<file path="src/bsc_pkg.sv">
// Shared constants and types of the buck switching controller
package bsc_pkg;

  // Clock period of mclk (20 MHz)
  localparam int CLK_NS       = 50;

  // Gate non-overlap time, rounded up, never under one cycle
  localparam int DEAD_NS      = 40;
  localparam int DEAD_RAW     = (DEAD_NS + CLK_NS - 1) / CLK_NS;
  localparam int DEAD_CYC     = (DEAD_RAW < 1) ? 1 : DEAD_RAW;

  // Switching cycle period and short-circuit foldback factor
  localparam int SW_PERIOD_NS = 1000;
  localparam int SW_PERIOD_CYC = SW_PERIOD_NS / CLK_NS;
  localparam int FOLD_MULT    = 8;

  // Reference wake-up time before soft-start
  localparam int REF_WAKE_US  = 50;
  localparam int REF_WAKE_CYC = REF_WAKE_US * 1000 / CLK_NS;

  // Soft-start ramp time
  localparam int SS_TIME_US   = 1000;
  localparam int SS_TIME_CYC  = SS_TIME_US * 1000 / CLK_NS;
  localparam int SS_BITS      = 8;

  // Consecutive zero-cross cycles before skip mode
  localparam int ZC_RUN       = 16;

  // Positions of the synchronised analog indications
  localparam int IX_TURN_ON   = 0;
  localparam int IX_PEAK      = 1;
  localparam int IX_SKIP_PEAK = 2;
  localparam int IX_ZC        = 3;
  localparam int IX_OUT_HIGH  = 4;
  localparam int IX_OUT_NOM   = 5;
  localparam int IX_OUT_LOW   = 6;
  localparam int IX_OVL       = 7;
  localparam int IX_SHORT     = 8;
  localparam int IX_LOCK      = 9;
  localparam int IX_HOT       = 10;
  localparam int IX_COOL      = 11;
  localparam int IX_DROP      = 12;
  localparam int NIN          = 13;

  // Values after reset, and the top level of the soft-start ramp
  localparam logic [NIN-1:0]     SYNC_RST = 13'h0000;
  localparam logic [SS_BITS-1:0] SS_RST   = 8'h00;
  localparam logic [SS_BITS-1:0] SS_TOP   = 8'hff;

  typedef enum logic [2:0] {
    MS_OFF,
    MS_WAKE,
    MS_SOFT,
    MS_RUN,
    MS_HOT
  } bsc_main_t;

  typedef enum logic [2:0] {
    PH_OFF,
    PH_DEAD_H,
    PH_HIGH,
    PH_DEAD_L,
    PH_LOW
  } bsc_phase_t;

endpackage : bsc_pkg

</file>
<file path="src/bsc_osc_if.sv">
// Link between the controller and its cycle oscillator
`timescale 1ns/100ps
interface bsc_osc_if;
  logic run;
  logic fold;
  logic tick;

  modport ctrl (
    output run,
    output fold,
    input  tick
  );

  modport osc (
    input  run,
    input  fold,
    output tick
  );
endinterface : bsc_osc_if

</file>
<file path="src/bsc_ctrl.sv">
// Digital control of the synchronous step-down switching regulator
`timescale 1ns/100ps
module bsc_ctrl
  import bsc_pkg::*;
#(
  parameter int SS_CYC   = SS_TIME_CYC,
  parameter int WAKE_CYC = REF_WAKE_CYC
) (
  input  wire logic               mclk,
  input  wire logic               rst_b,
  input  wire logic               ce,
  input  wire logic               turn_on,
  input  wire logic               peak_cmp,
  input  wire logic               skip_peak_cmp,
  input  wire logic               zero_cross,
  input  wire logic               out_high,
  input  wire logic               out_nominal,
  input  wire logic               out_low,
  input  wire logic               overload_trip,
  input  wire logic               short_fault_detector,
  input  wire logic               low_supply_lockout,
  input  wire logic               temp_hot,
  input  wire logic               temp_cool,
  input  wire logic               dropout_req,
  output logic                    hs_gate_r,
  output logic                    ls_gate_r,
  output logic                    bleed_en_r,
  output logic                    ref_wake_r,
  output logic                    ss_active_r,
  output logic [SS_BITS-1:0]      ss_level_r,
  output logic                    skip_mode_r,
  output logic                    foldback_r,
  output logic                    hot_off_r
);

  localparam int SS_STEP = SS_CYC >> SS_BITS;
  localparam int SSW     = $clog2(SS_STEP + 1);
  localparam int WKW     = $clog2(WAKE_CYC + 1);
  localparam int DTW     = $clog2(DEAD_CYC + 1);
  localparam int ZCW     = $clog2(ZC_RUN + 1);

  generate
    if (SS_STEP < 2 || WAKE_CYC < 1) begin : g_bad
      $error("bsc_ctrl: SS_CYC or WAKE_CYC too small");
    end
  endgenerate

  logic [NIN-1:0] raw;
  logic [NIN-1:0] s1_r;
  logic [NIN-1:0] s2_r;
  logic           en_s;
  logic           pk_s;
  logic           spk_s;
  logic           zc_s;
  logic           hi_s;
  logic           nom_s;
  logic           lo_s;
  logic           ovl_s;
  logic           sh_s;
  logic           lock_s;
  logic           hot_s;
  logic           cool_s;
  logic           drop_s;

  bsc_main_t      ms_r;
  bsc_phase_t     ph_r;
  logic [WKW-1:0] wake_cnt_r;
  logic [SSW-1:0] ss_step_r;
  logic [DTW-1:0] dt_cnt_r;
  logic [ZCW-1:0] zc_cnt_r;
  logic           zc_seen_r;
  logic           skip_idle_r;
  logic           sw_ok;
  logic           dis;
  logic           dt_done;
  logic           hs_cut;
  logic           tick;

  bsc_osc_if osc_if ();

  bsc_osc #(
    .PERIOD (SW_PERIOD_CYC),
    .FOLD   (FOLD_MULT)
  ) u_osc (
    .mclk  (mclk),
    .rst_b (rst_b),
    .ce    (ce),
    .o     (osc_if)
  );

  // Pin inputs through two flip-flops
  assign raw = {dropout_req, temp_cool, temp_hot, low_supply_lockout,
                short_fault_detector, overload_trip, out_low, out_nominal,
                out_high, zero_cross, skip_peak_cmp, peak_cmp, turn_on};

  always_ff @(posedge mclk) begin
    if (!rst_b) begin
      s1_r <= SYNC_RST;
      s2_r <= SYNC_RST;
    end else if (ce) begin
      s1_r <= raw;
      s2_r <= s1_r;
    end
  end

  assign en_s   = s2_r[IX_TURN_ON];
  assign pk_s   = s2_r[IX_PEAK];
  assign spk_s  = s2_r[IX_SKIP_PEAK];
  assign zc_s   = s2_r[IX_ZC];
  assign hi_s   = s2_r[IX_OUT_HIGH];
  assign nom_s  = s2_r[IX_OUT_NOM];
  assign lo_s   = s2_r[IX_OUT_LOW];
  assign ovl_s  = s2_r[IX_OVL];
  assign sh_s   = s2_r[IX_SHORT];
  assign lock_s = s2_r[IX_LOCK];
  assign hot_s  = s2_r[IX_HOT];
  assign cool_s = s2_r[IX_COOL];
  assign drop_s = s2_r[IX_DROP];

  assign dis   = !en_s || lock_s;
  assign sw_ok = (ms_r == MS_SOFT) || (ms_r == MS_RUN);
  assign tick  = osc_if.tick;

  assign osc_if.run  = sw_ok;
  assign osc_if.fold = sh_s;

  // Start-up, shutdown and restart sequencing
  always_ff @(posedge mclk) begin
    if (!rst_b) begin
      ms_r       <= MS_OFF;
      wake_cnt_r <= '0;
    end else if (ce) begin
      if (dis) begin
        ms_r       <= MS_OFF;
        wake_cnt_r <= '0;
      end else if (hot_s) begin
        ms_r       <= MS_HOT;
        wake_cnt_r <= '0;
      end else begin
        case (ms_r)
          MS_OFF: begin
            ms_r <= MS_WAKE;
          end
          MS_WAKE: begin
            if (wake_cnt_r >= WKW'(WAKE_CYC - 1)) begin
              ms_r       <= MS_SOFT;
              wake_cnt_r <= '0;
            end else begin
              wake_cnt_r <= wake_cnt_r + 1'b1;
            end
          end
          MS_SOFT: begin
            if (ss_level_r == SS_TOP && ss_step_r >= SSW'(SS_STEP - 1)) begin
              ms_r <= MS_RUN;
            end
          end
          MS_RUN: begin
            ms_r <= MS_RUN;
          end
          MS_HOT: begin
            if (cool_s) begin
              ms_r <= MS_WAKE;
            end
          end
          default: begin
            ms_r <= MS_OFF;
          end
        endcase
      end
    end
  end

  // Soft-start ramp, stepped while starting and held at SS_TOP in run
  always_ff @(posedge mclk) begin
    if (!rst_b) begin
      ss_level_r  <= SS_RST;
      ss_step_r   <= '0;
      ss_active_r <= 1'b0;
    end else if (ce) begin
      if (ms_r == MS_SOFT) begin
        ss_active_r <= 1'b1;
        if (ss_step_r >= SSW'(SS_STEP - 1)) begin
          ss_step_r <= '0;
          if (ss_level_r != SS_TOP) begin
            ss_level_r <= ss_level_r + 1'b1;
          end
        end else begin
          ss_step_r <= ss_step_r + 1'b1;
        end
      end else if (ms_r == MS_RUN) begin
        ss_active_r <= 1'b0;
        ss_level_r  <= SS_TOP;
        ss_step_r   <= '0;
      end else begin
        ss_active_r <= 1'b0;
        ss_level_r  <= SS_RST;
        ss_step_r   <= '0;
      end
    end
  end

  // Status and housekeeping outputs
  always_ff @(posedge mclk) begin
    if (!rst_b) begin
      bleed_en_r <= 1'b0;
      ref_wake_r <= 1'b0;
      foldback_r <= 1'b0;
      hot_off_r  <= 1'b0;
    end else if (ce) begin
      bleed_en_r <= !en_s;
      ref_wake_r <= !dis && (ms_r != MS_OFF) && (ms_r != MS_HOT);
      foldback_r <= sw_ok && sh_s;
      hot_off_r  <= (ms_r == MS_HOT);
    end
  end

  // Zero-cross run counter and skip mode entry and exit
  always_ff @(posedge mclk) begin
    if (!rst_b) begin
      zc_cnt_r    <= '0;
      zc_seen_r   <= 1'b0;
      skip_mode_r <= 1'b0;
    end else if (ce) begin
      if (!sw_ok) begin
        zc_cnt_r    <= '0;
        zc_seen_r   <= 1'b0;
        skip_mode_r <= 1'b0;
      end else if (skip_mode_r) begin
        zc_cnt_r  <= '0;
        zc_seen_r <= 1'b0;
        if (lo_s) begin
          skip_mode_r <= 1'b0;
        end
      end else if (tick) begin
        zc_seen_r <= 1'b0;
        if (zc_seen_r || zc_s) begin
          if (zc_cnt_r >= ZCW'(ZC_RUN - 1)) begin
            zc_cnt_r    <= '0;
            skip_mode_r <= 1'b1;
          end else begin
            zc_cnt_r <= zc_cnt_r + 1'b1;
          end
        end else begin
          zc_cnt_r <= '0;
        end
      end else if (zc_s) begin
        zc_seen_r <= 1'b1;
      end
    end
  end

  // Skip idle: set by output high, cleared at nominal
  always_ff @(posedge mclk) begin
    if (!rst_b) begin
      skip_idle_r <= 1'b0;
    end else if (ce) begin
      if (!sw_ok || !skip_mode_r) begin
        skip_idle_r <= 1'b0;
      end else if (hi_s) begin
        skip_idle_r <= 1'b1;
      end else if (nom_s) begin
        skip_idle_r <= 1'b0;
      end
    end
  end

  // High-side off conditions while it conducts
  always_comb begin
    hs_cut = 1'b0;
    if (ovl_s) begin
      hs_cut = 1'b1;
    end else if (skip_mode_r) begin
      hs_cut = spk_s || hi_s;
    end else if (pk_s && !drop_s) begin
      hs_cut = 1'b1;
    end
  end

  assign dt_done = (dt_cnt_r >= DTW'(DEAD_CYC - 1));

  // Gate sequencing within each switching cycle
  always_ff @(posedge mclk) begin
    if (!rst_b) begin
      ph_r      <= PH_OFF;
      hs_gate_r <= 1'b0;
      ls_gate_r <= 1'b0;
      dt_cnt_r  <= '0;
    end else if (ce) begin
      if (!sw_ok) begin
        ph_r      <= PH_OFF;
        hs_gate_r <= 1'b0;
        ls_gate_r <= 1'b0;
        dt_cnt_r  <= '0;
      end else begin
        case (ph_r)
          PH_OFF: begin
            if (tick && !(skip_mode_r && (skip_idle_r || hi_s))) begin
              ph_r     <= PH_DEAD_H;
              dt_cnt_r <= '0;
            end
          end
          PH_DEAD_H: begin
            if (dt_done) begin
              hs_gate_r <= 1'b1;
              ph_r      <= PH_HIGH;
            end else begin
              dt_cnt_r <= dt_cnt_r + 1'b1;
            end
          end
          PH_HIGH: begin
            if (hs_cut) begin
              hs_gate_r <= 1'b0;
              ph_r      <= PH_DEAD_L;
              dt_cnt_r  <= '0;
            end
          end
          PH_DEAD_L: begin
            if (skip_mode_r && (skip_idle_r || hi_s)) begin
              ph_r <= PH_OFF;
            end else if (dt_done) begin
              ls_gate_r <= 1'b1;
              ph_r      <= PH_LOW;
            end else begin
              dt_cnt_r <= dt_cnt_r + 1'b1;
            end
          end
          PH_LOW: begin
            if (tick) begin
              ls_gate_r <= 1'b0;
              ph_r      <= (skip_mode_r && (skip_idle_r || hi_s)) ? PH_OFF : PH_DEAD_H;
              dt_cnt_r  <= '0;
            end else if (skip_mode_r && zc_s) begin
              ls_gate_r <= 1'b0;
              ph_r      <= PH_OFF;
            end
          end
          default: begin
            ph_r      <= PH_OFF;
            hs_gate_r <= 1'b0;
            ls_gate_r <= 1'b0;
          end
        endcase
      end
    end
  end

endmodule : bsc_ctrl

</file>
<file path="src/bsc_osc.sv">
// Switching cycle oscillator with short-circuit foldback
`timescale 1ns/100ps
module bsc_osc
  import bsc_pkg::*;
#(
  parameter int PERIOD = SW_PERIOD_CYC,
  parameter int FOLD   = FOLD_MULT
) (
  input wire logic mclk,
  input wire logic rst_b,
  input wire logic ce,
  bsc_osc_if.osc   o
);

  localparam int CW = $clog2(PERIOD * FOLD + 1);

  logic [CW-1:0] cnt_r;
  logic [CW-1:0] last;

  generate
    if (PERIOD < 4 || FOLD < 2) begin : g_bad
      $error("bsc_osc: PERIOD must be >= 4 and FOLD >= 2");
    end
  endgenerate

  // Slow cycle while the short fault is reported
  assign last = o.fold ? CW'(PERIOD * FOLD - 1) : CW'(PERIOD - 1);

  always_ff @(posedge mclk) begin
    if (!rst_b) begin
      cnt_r  <= '0;
      o.tick <= 1'b0;
    end else if (ce) begin
      if (!o.run) begin
        cnt_r  <= '0;
        o.tick <= 1'b0;
      end else if (cnt_r >= last) begin
        cnt_r  <= '0;
        o.tick <= 1'b1;
      end else begin
        cnt_r  <= cnt_r + 1'b1;
        o.tick <= 1'b0;
      end
    end
  end

endmodule : bsc_osc

</file>
<file path="config.mk">
export PLATFORM = sky130hd
export DESIGN_NAME = bsc_ctrl
export DESIGN_NICKNAME = d
export VERILOG_FILES = /design/src/bsc_pkg.sv /design/src/bsc_osc_if.sv /design/src/bsc_ctrl.sv /design/src/bsc_osc.sv
export SDC_FILE = /design/constraint.sdc
export NUM_CORES = 1
export LEC_CHECK = 0
export BUFFER_PORTS_ARGS = -buffer_cell sky130_fd_sc_hd__buf_4
export CAP_MARGIN = 20
export CORE_MARGIN = 8
export CORE_UTILIZATION = 55
export CTS_BUF_LIST = sky130_fd_sc_hd__clkbuf_4
export DETAILED_ROUTE_END_ITERATION = 10
export GPL_TIMING_DRIVEN = 0
export PLACE_DENSITY = 0.81
export SLEW_MARGIN = 25
export SYNTH_ARGS = -nofsm -noshare
export SYNTH_HDL_FRONTEND = slang
export SYNTH_SLANG_ARGS = --single-unit
</file>
<file path="constraint.sdc">
create_clock -name mclk -period 2.2 [get_ports mclk]
set_input_delay 0 -clock mclk [delete_from_list [all_inputs] [get_ports mclk]]
set_output_delay 0 -clock mclk [all_outputs]
set_load 0.005 [all_outputs]
</file>
==> impl_results.md, run 1 <==
* Area grow syn2layout at 16.4%
* RePlAce Congestion at between 0.8 and 0.9
* Mapped Cells at 432
* Die ar. at 0.00984 sq mm
* Setup tns final at 0 ns
* CTS buffer count at 9
* Critical Path AT at approximately 2.5 ns
* DP Worst Slack at between 0.15 and 0.2 ns
* Post-synth top area share at 0.426
* Nets at 516
* CP cell instances: inv_1 -> ha_1 -> a21oi_1 -> o211ai_1 -> a211oi_2 -> or4b_1 -> a31oi_1
* Critical Path RT at between 2 and 3 ns
* RSZ-0062 raised after global routing: no
* Starting Density at 0.564
* Die Height at about 99 um
* Vias in the first global route at 3086
* Horiz. Die Dim at between 90 and 100 um
* Vias per cell at 5.83
* DRT iter0 DRCs at 268
* P per Cell Area at ~580 mW/mm^2
* Largest net degree at the start of global routing at 14
* Worst Slack Setup Final at roughly 0.11 ns
* Largest fanout on the critical path at 4
* DRC at 0
* DRT Pass-1 Iters at 6
* Slew HR at 0.539
* HPWL Detailed at a little over 6000 um
* Setup Skew at approximately 0.015 ns
* Worst hold path type: input pin to flip-flop
* Peak VDD IR at 406 uV
* Most frequent cell after synthesis: dfxtp_1
* CTS max path bufs at 2
* Core Region at ~0.0068 sq mm
* Synth Flop Type: dfxtp_1
* Vias at 3350
* Share of layout cells above drive strength 1 at 0.156
* Antenna Nets Post-Route at 0
* Clk_lat worst skew at around 0.44 ns
* Leakage power at between 1.5 and 2 nW
* Final Cell Area at approximately 0.0044 sq mm
* H-tree levels at 3
* Number of synthesized flops with an enable pin at 0
* # setup viols final at 0
* Wirelength, routed at between 8000 and 9000 um
* Slowest-stage cell, CP: or4b_1
* Most common library cells after synthesis: dfxtp_1 (81), nor2_1 (73), nand2_1 (37), a21oi_1 (31), mux2i_1 (30)
* Fin. max-slew vios at 0
* Placed cell area at slightly above 0.004 sq mm
* Syn Area/Cell at approximately 8.8 sq um
* Status: finished, final reports clean
* Clock root cell: clkbuf_4
* Fmax at between 0.4 and 0.5 GHz
* Fin Hold WS at between 0.3 and 0.4 ns
* Type of origin of the critical path: flip-flop
* First-pass GRT wire length at around 15000 um
* Worst slew pin tran at between 0.6 and 0.7 ns
* Fin. Hold Viols at 0
* Post-layout min period at approximately 2.1 ns
* WS Path Type: flip-flop to flip-flop
* Seq/Total Area, Yosys at 0.426
* Port bufs at 30
* Total of max-cap violations at 0
* Tcrit/Tclk final at 0.949
* Ranking of synthesized cells by area: dfxtp_1 (43%), mux2i_1 (7.9%), nor2_1 (7.2%), a21oi_1 (4.1%), nand2_1 (3.6%)
* Total grt overflow at 0
* ANT cells at 0
* Post-synth ARST share at 0
* Ports at 32
* Yosys reg bits at just over 80
* Fillers at 560
* CP endpoint kind: flip-flop
* Unique cell type count in the Yosys netlist at 56
* Ys Warns at 0
* Drt wl/cell at 15.5 um
* Num rows at 30
* Max stage delay on crit path at 0.47 ns
* Initial antenna violation count at 0
* Leading area contributor after synthesis: dfxtp_1
* Syn nets at about 460
* Total GRT Usage at 0.185
* Worst-path clk slew at roughly 0.12 ns
* CTS Sinks at 81
* CTS tree: yes
* Synthesized cell area at ~0.0038 sq mm
==> cell type report <==
type,instances,area (sq um),share of cell area
clock buffer,10,75.1,0.0169
buffer,26,155,0.0350
tap,80,100,0.0226
timing repair buffer,47,390,0.0881
clock inverter,6,58.8,0.0133
sequential,81,1620,0.366
inverter,7,26.3,0.00593
multi-input combinational,318,2010,0.452
==> worst paths after layout <==
kind,from,end,slack [ns],cells after the start
setup / recovery,s2_r[8],u_osc.cnt_r[5],0.11,7
hold / removal,dropout_req,s1_r[12],0.35,4
setup reg to reg,s2_r[8],u_osc.cnt_r[5],0.11,7
hold reg to reg,foldback_r,foldback_r,0.48,2
==> per-layer routing <==
layer,GRT usage,vias to the layer above,part of all wire
met1,0.222,1566,0.44
met2,0.307,106,0.48
met3,0.0419,15,0.051
met5,0,-,0
met4,0.0827,0,0.021
li1,-,1663,-
==> through the flow <==
| step | util | instances | total power [mW] |
|---|---|---|---|
| floorplan | - | 432 | 1.67 |
| global placement | 0.612 | 542 | 1.73 |
| detailed placement | 0.612 | 542 | 1.74 |
| CTS | 0.654 | 573 | 2.60 |
| global route | 0.656 | 575 | 2.70 |
| finish | 0.656 | 575 | 2.59 |
==> logic make-up after synthesis <==
family,count (synthesis),share of synthesized area
muxes,30,0.0788
xor gates and xnor gates,16,0.0368
buffers and inverters,33,0.0476
adders and majority gates,10,0.0329
and+or+nand+nor,178,0.223
DFF,81,0.426
AOI/OAI and AO/OA,84,0.155
==> worst max-delay path: cells and delay by family (launching register included) <==
kind,cells,cell delay [ns]
AO/OA/AOI/OAI,4,0.80
adder cells (fa/ha/maj),1,0.28
buffers and inverters,1,0.10
flip-flops,1,0.38
AND/OR/NAND/NOR,1,0.47
==> placed cells by master, fill, tap and decap left out, types with 12 or more instances in the layout <==
master,n
dfxtp_1,81
nor2_1,73
nand2_1,37
buf_4,32
a21oi_1,31
mux2i_1,30
nand3_1,19
nor3_1,15
dlygate4sd3_1,15
clkbuf_1,12
==> flip-flops by register name, indices dropped and copies added (netlist names), 3 cells and up <==
| name | count |
|---|---|
| wake_cnt_r | 10 |
| s2_r | 13 |
| u_osc.cnt_r | 8 |
| zc_cnt_r | 5 |
| ms_r | 3 |
| ph_r | 3 |
| ss_level_r | 8 |
| ss_step_r | 7 |
| s1_r | 13 |
==> timing repair <==
action / CTS / global route
buffers inserted: 0 / 2
endpoints found under the setup margin: 0 / 1
gates resized for setup: 0 / 0
hold buffers: 15 / 0
hold endpoints to repair: 25 / 0
==> report_power, final <==
part           internal, mW  switching [mW]
clock network         0.351           0.511
registers              1.49          0.0210
logic                0.0964           0.115
total                  1.94           0.648
Power figures use the tool's default switching activity.
==> inputs of run 2 (changes only) <==
ABC_AREA = 0   (was default)
CELL_PAD_IN_SITES_DETAIL_PLACEMENT = 1   (was default)
CELL_PAD_IN_SITES_GLOBAL_PLACEMENT = 2   (was default)
CORE_UTILIZATION = 38   (was 55)
GPL_TIMING_DRIVEN = default   (was 0)
PLACE_DENSITY = 0.88   (was 0.81)
==> impl_results.md, run 2 (same netlist as run 1, synthesis figures left out) <==
* # setup viols final at 0 (unchanged)
* Tcrit/Tclk final at 0.936 (-0.0133)
* Status: finished, final reports clean
* Starting Density at 0.390 (-0.174)
* Fin. max-slew vios at 0 (unchanged)
* Ports at 32 (unchanged)
* Critical Path AT at 2.39 ns (-0.06 ns)
* HPWL Detailed at 6720 um (+8.5%)
* Fin. Hold Viols at 0 (unchanged)
* Fmax at 0.486 GHz (+1.4%)
* Total GRT Usage at 0.148 (-0.0363)
* Horiz. Die Dim at 116 um (+17%)
* CTS buffer count at 9 (unchanged)
* Type of origin of the critical path: flip-flop
* Die ar. at 0.0135 sq mm (+37%)
* Design Power at 2.41 mW (-6.9%)
* DRT iter0 DRCs at 140 (-48%)
* Worst reg2reg startpoint: ss_step_r[0]
* Worst slew pin tran at 0.692 ns (+0.000851 ns)
* Die Height at 116 um (+17%)
* Wirelength, routed at 9490 um (+6.5%)
* Post-CTS sizing at 0 (unchanged)
* Core Region at 0.00977 sq mm (+45%)
* Drt wl/cell at 15.5 um (about the same)
* Nets at 502 (-2.7%)
* Setup Skew at 0.0142 ns (-0.000887 ns)
* WS Path Type: flip-flop to flip-flop
* Biggest regs: s1_r x13, s2_r x13, wake_cnt_r x10
* Leakage power at 1.70 nW (-2.3%)
* CTS Sinks at 81 (unchanged)
* Total grt overflow at 0 (unchanged)
* Clock root cell: clkbuf_4
* Critical Path RT at 2.53 ns (-0.03 ns)
* Total of max-cap violations at 0 (unchanged)
* CP endpoint kind: flip-flop
* Vias per cell at 5.35 (-8.1%)
* ANT cells at 0 (unchanged)
* Vias in the first global route at 3353 (+8.7%)
* CTS max path bufs at 2 (unchanged)
* Area grow syn2layout at 15.3%
* Port bufs at 31 (+3.3%)
* Crit path launch: ss_step_r[0]
* Area of the multi-input gates at 0.00201 sq mm (unchanged)
* DRT Pass-1 Iters at 4 (-2)
* Vias at 3277 (-2.2%)
* Largest net degree at the start of global routing at 36 (+22)
* Initial antenna violation count at 0 (unchanged)
* Worst hold path type: input pin to flip-flop
* Sequential Area at 0.00162 sq mm (unchanged)
* Clk_lat worst skew at 0.43 ns (about the same)
* CTS tree: yes
* Share of layout cells above drive strength 1 at 0.152 (-0.00315)
* Post-layout min period at 2.06 ns (-0.0293 ns)
* First-pass GRT wire length at 16000 um (+8.2%)
* P per Cell Area at 549 mW/mm^2 (-6.0%)
* Most frequent cells in the layout: dfxtp_1 (81), nor2_1 (73), buf_4 (44), nand2_1 (37), a21oi_1 (31)
* H-tree levels at 3 (unchanged)
* Worst Slack Setup Final at 0.141 ns (+0.0293 ns)
* RSZ-0062 raised after global routing: no
* DRC at 0 (unchanged)
* Commonest non-fill, non-tap cell in the layout: dfxtp_1
* Fillers at 1157 (+110%)
* Antenna Nets Post-Route at 0 (unchanged)
* DP Worst Slack at 0.162 ns (-0.0263 ns)
* Min-delay src: short_fault_detector
* Setup tns final at 0 ns (unchanged)
* Slew HR at 0.537 (-0.00260)
* Peak VDD IR at 319 uV (-21%)
* Num rows at 36 (+20%)
* Largest fanout on the critical path at 7 (+3)
* RePlAce Congestion at 0.773 (-10%)
* Worst-path clk slew at 0.12 ns (about the same)
-- run 2: report_power, final --
part,total [mW],switching [mW],internal [mW]
Combinational,0.198,0.108,0.0904
Clock,0.699,0.490,0.209
Sequential,1.52,0.0207,1.49
-- run 2: layout make-up --
cell class / count / share of cell area
repair buffers: 59 / 0.109
multi-input cells: 318 / 0.457
clock buffers: 9 / 0.0154
inverters: 7 / 0.00598
well taps: 133 / 0.0379
clock inverters: 5 / 0.00570
flip-flops and latches: 81 / 0.369
-- run 2: worst max-delay path: stages (launching register included) --
cell and delay, ns:
dfxtp_1 0.46, ha_1 0.19, nor3_1 0.05, o211ai_1 0.57, o311a_2 0.37, a21oi_1 0.08
a311oi_1 0.24
-- run 2: timing repair --
item / CTS / global route
hold endpoints to repair: 26 / 0
buffers inserted: 0 / 0
hold buffers: 15 / 0
setup endpoints to repair: 0 / 1
-- run 2: metrics by stage --
stage               hold slack, ns  instances  instance area, sq um   util
floorplan                    0.147        432                  3810      -
detailed placement           0.246        583                  4150  0.425
finish                       0.347        612                  4390  0.449
global route                 0.347        612                  4390  0.449
global placement             0.233        583                  4150  0.425
CTS                          0.306        612                  4390  0.449
-- run 2: path summary, 6_finish.rpt --
path,end,slack (ns),depth (start not counted)
setup reg to reg,ss_level_r[4],0.14,6
hold / removal,s1_r[8],0.35,4
hold reg to reg,foldback_r,0.48,2
setup / recovery,ss_level_r[4],0.14,6
-- run 2: routing by layer --
layer | up-vias | GRT usage | part of all wire
li1 | 1626 | - | -
met1 | 1591 | 0.175 | 0.46
met2 | 47 | 0.256 | 0.48
met3 | 13 | 0.0362 | 0.043
met4 | 0 | 0.0527 | 0.015
met5 | - | 0 | 0
==> inputs of run 3 (changes only) <==
BUFFER_PORTS_ARGS = default   (was -buffer_cell sky130_fd_sc_hd__buf_4)
CORE_UTILIZATION = 41   (was 38)
DONT_BUFFER_PORTS = 1   (was default)
PLACE_DENSITY = 0.89   (was 0.88)
==> impl_results.md, run 3 (same netlist as run 1, synthesis figures left out) <==
* Most frequent cells in the layout: dfxtp_1 (81), nor2_1 (73), nand2_1 (37), a21oi_1 (31), mux2i_1 (30)
* Clock root cell: clkbuf_4
* WS Path Type: flip-flop to flip-flop
* Core Region at 0.00911 sq mm (-6.8%)
* Largest fanout on the critical path at 3 (-4)
* ANT cells at 0 (unchanged)
* Status: finished, final reports clean
* Hold Path Depth at 3 (-1)
* Die Height at 112 um (-3.2%)
* Vias at 3197 (-2.4%)
* P per Cell Area at 651 mW/mm^2 (+19%)
* Worst slew pin tran at 0.639 ns (-0.0534 ns)
* Met2 Resource Use GR at 0.253 (-0.00297)
* Antenna Nets Post-Route at 0 (unchanged)
* Ports at 32 (unchanged)
* First-pass GRT wire length at 16100 um (+0.52%)
* Tcrit/Tclk final at 0.931 (-0.00521)
* Total of max-cap violations at 0 (unchanged)
* Vias per cell at 5.64 (+5.3%)
* Fmax at 0.488 GHz (+0.56%)
* Post-layout min period at 2.05 ns (-0.0115 ns)
* Worst reg2reg startpoint: s2_r[8]
* CTS Sinks at 81 (unchanged)
* DRT Pass-1 Iters at 4 (unchanged)
* HPWL Detailed at 6360 um (-5.4%)
* Commonest non-fill, non-tap cell in the layout: dfxtp_1
* Setup bufs post-CTS at 0 (unchanged)
* Setup tns final at 0 ns (unchanged)
* Worst hold path type: input pin to flip-flop
* Port bufs at 0 (-100%)
* Peak VDD IR at 344 uV (+7.7%)
* Nets at 477 (-5.0%)
* Total GRT Usage at 0.156 (+0.00733)
* Die ar. at 0.0126 sq mm (-6.3%)
* CTS max path bufs at 2 (unchanged)
* R2r endpoint: u_osc.o.tick
* DRC at 0 (unchanged)
* Fin. Hold Viols at 0 (unchanged)
* CP endpoint kind: flip-flop
* Leakage power at 1.63 nW (-4.4%)
* Share of layout cells above drive strength 1 at 0.0987 (-0.0537)
* GR Util met1 at 0.192 (+0.0169)
* Area grow syn2layout at 13.3%
* Drt wl/cell at 16.8 um (+8.4%)
* # setup viols final at 0 (unchanged)
* Critical Path AT at 2.43 ns (+0.04 ns)
* Reg2Reg Depth at 7 (+1)
* Type of origin of the critical path: flip-flop
* Design Power at 2.81 mW (+16%)
* DRT iter0 DRCs at 114 (-19%)
* CTS tree: yes
* Min-delay src: ce
* Largest net degree at the start of global routing at 54 (+50%)
* Critical Path RT at 2.58 ns (+0.05 ns)
* Worst-path clk slew at 0.13 ns (about the same)
* Biggest regs: s1_r x13, s2_r x13, wake_cnt_r x10
* Fin. max-slew vios at 0 (unchanged)
* CTS buffer count at 9 (unchanged)
* RSZ-0062 raised after global routing: no
* Slew HR at 0.573 (+0.0368)
* Starting Density at 0.418 (+0.0285)
* H-tree levels at 3 (unchanged)
* Met3 Usage GRT at 0.0435 (+0.00728)
* Vias in the first global route at 3159 (-5.8%)
* Gr busiest metal: met2
* Initial antenna violation count at 0 (unchanged)
* Fillers at 1057 (-8.6%)
* Horiz. Die Dim at 112 um (-3.2%)
* Hold endpoint: s2_r[11]
* Clk_lat worst skew at 0.43 ns (about the same)
* Wirelength, routed at 9530 um (+0.40%)
* Total grt overflow at 0 (unchanged)
* RePlAce Congestion at 0.787 (+1.9%)
* R2R Setup Slk at 0.15 ns (about the same)
* Setup Skew at 0.0133 ns (-0.000909 ns)
* Num rows at 35 (-2.8%)
## run 3: layout make-up
type	count	area, sq um	share of cell area
Multi-Input combinational cell	318	2010	0.467
Tap cell	111	139	0.0322
Clock buffer	10	75.1	0.0174
Inverter	7	26.3	0.00609
Timing Repair Buffer	34	333	0.0771
Sequential cell	81	1620	0.376
Clock inverter	6	106	0.0247
## run 3: power breakdown
| part | internal [mW] | switching, mW |
|---|---|---|
| Combinational | 0.0778 | 0.105 |
| Clock | 0.583 | 0.527 |
| Sequential | 1.50 | 0.0203 |
| Total | 2.16 | 0.653 |
## run 3: what timing repair did
| action | CTS | global route |
|---|---|---|
| hold buffers | 23 | 0 |
| gates resized for setup | 0 | 2 |
| endpoints found under the setup margin | 0 | 1 |
| hold endpoints to repair | 80 | 0 |
## run 3: through the flow
step	area, sq um	setup WS (ns)	cells	util	hold WS, ns
after global placement	3870	0.228	528	0.425	0.125
after detailed placement	3870	0.203	528	0.425	0.118
after floorplan	3810	0.324	432	-	0.147
after CTS	4300	0.169	567	0.473	0.000624
after global routing	4310	0.0291	567	0.474	0.0180
final	4310	0.153	567	0.474	0.0201
## run 3: per-layer routing
metal  up-vias  share of wire  wire, um
met1      1569           0.46      4400
met2        40           0.48      4580
met5         -              0         0
met4         0          0.010        95
met3        10          0.047       450
li1       1578              -         -
## run 3: how the worst max path moves through the flow
stage / startpoint / to / slack, ns
3_3_place_gp: ss_level_r[1] / ms_r[0] / 0.23
5_1_grt: s2_r[8] / u_osc.o.tick / 0.03
4_1_cts: ss_level_r[1] / ms_r[0] / 0.17
6_report: s2_r[8] / u_osc.o.tick / 0.15
3_5_place_dp: ss_level_r[1] / ms_r[0] / 0.20
2_1_floorplan: ss_level_r[0] / ms_r[0] / 0.32
## run 3: worst max-delay path, cell delays in order, from the launching register on
cell	delay, ns
dfxtp_1	0.39
inv_1	0.09
ha_1	0.28
a21oi_1	0.06
o211ai_1	0.25
a21oi_1	0.14
o41ai_2	0.21
dlygate4sd3_1	0.59
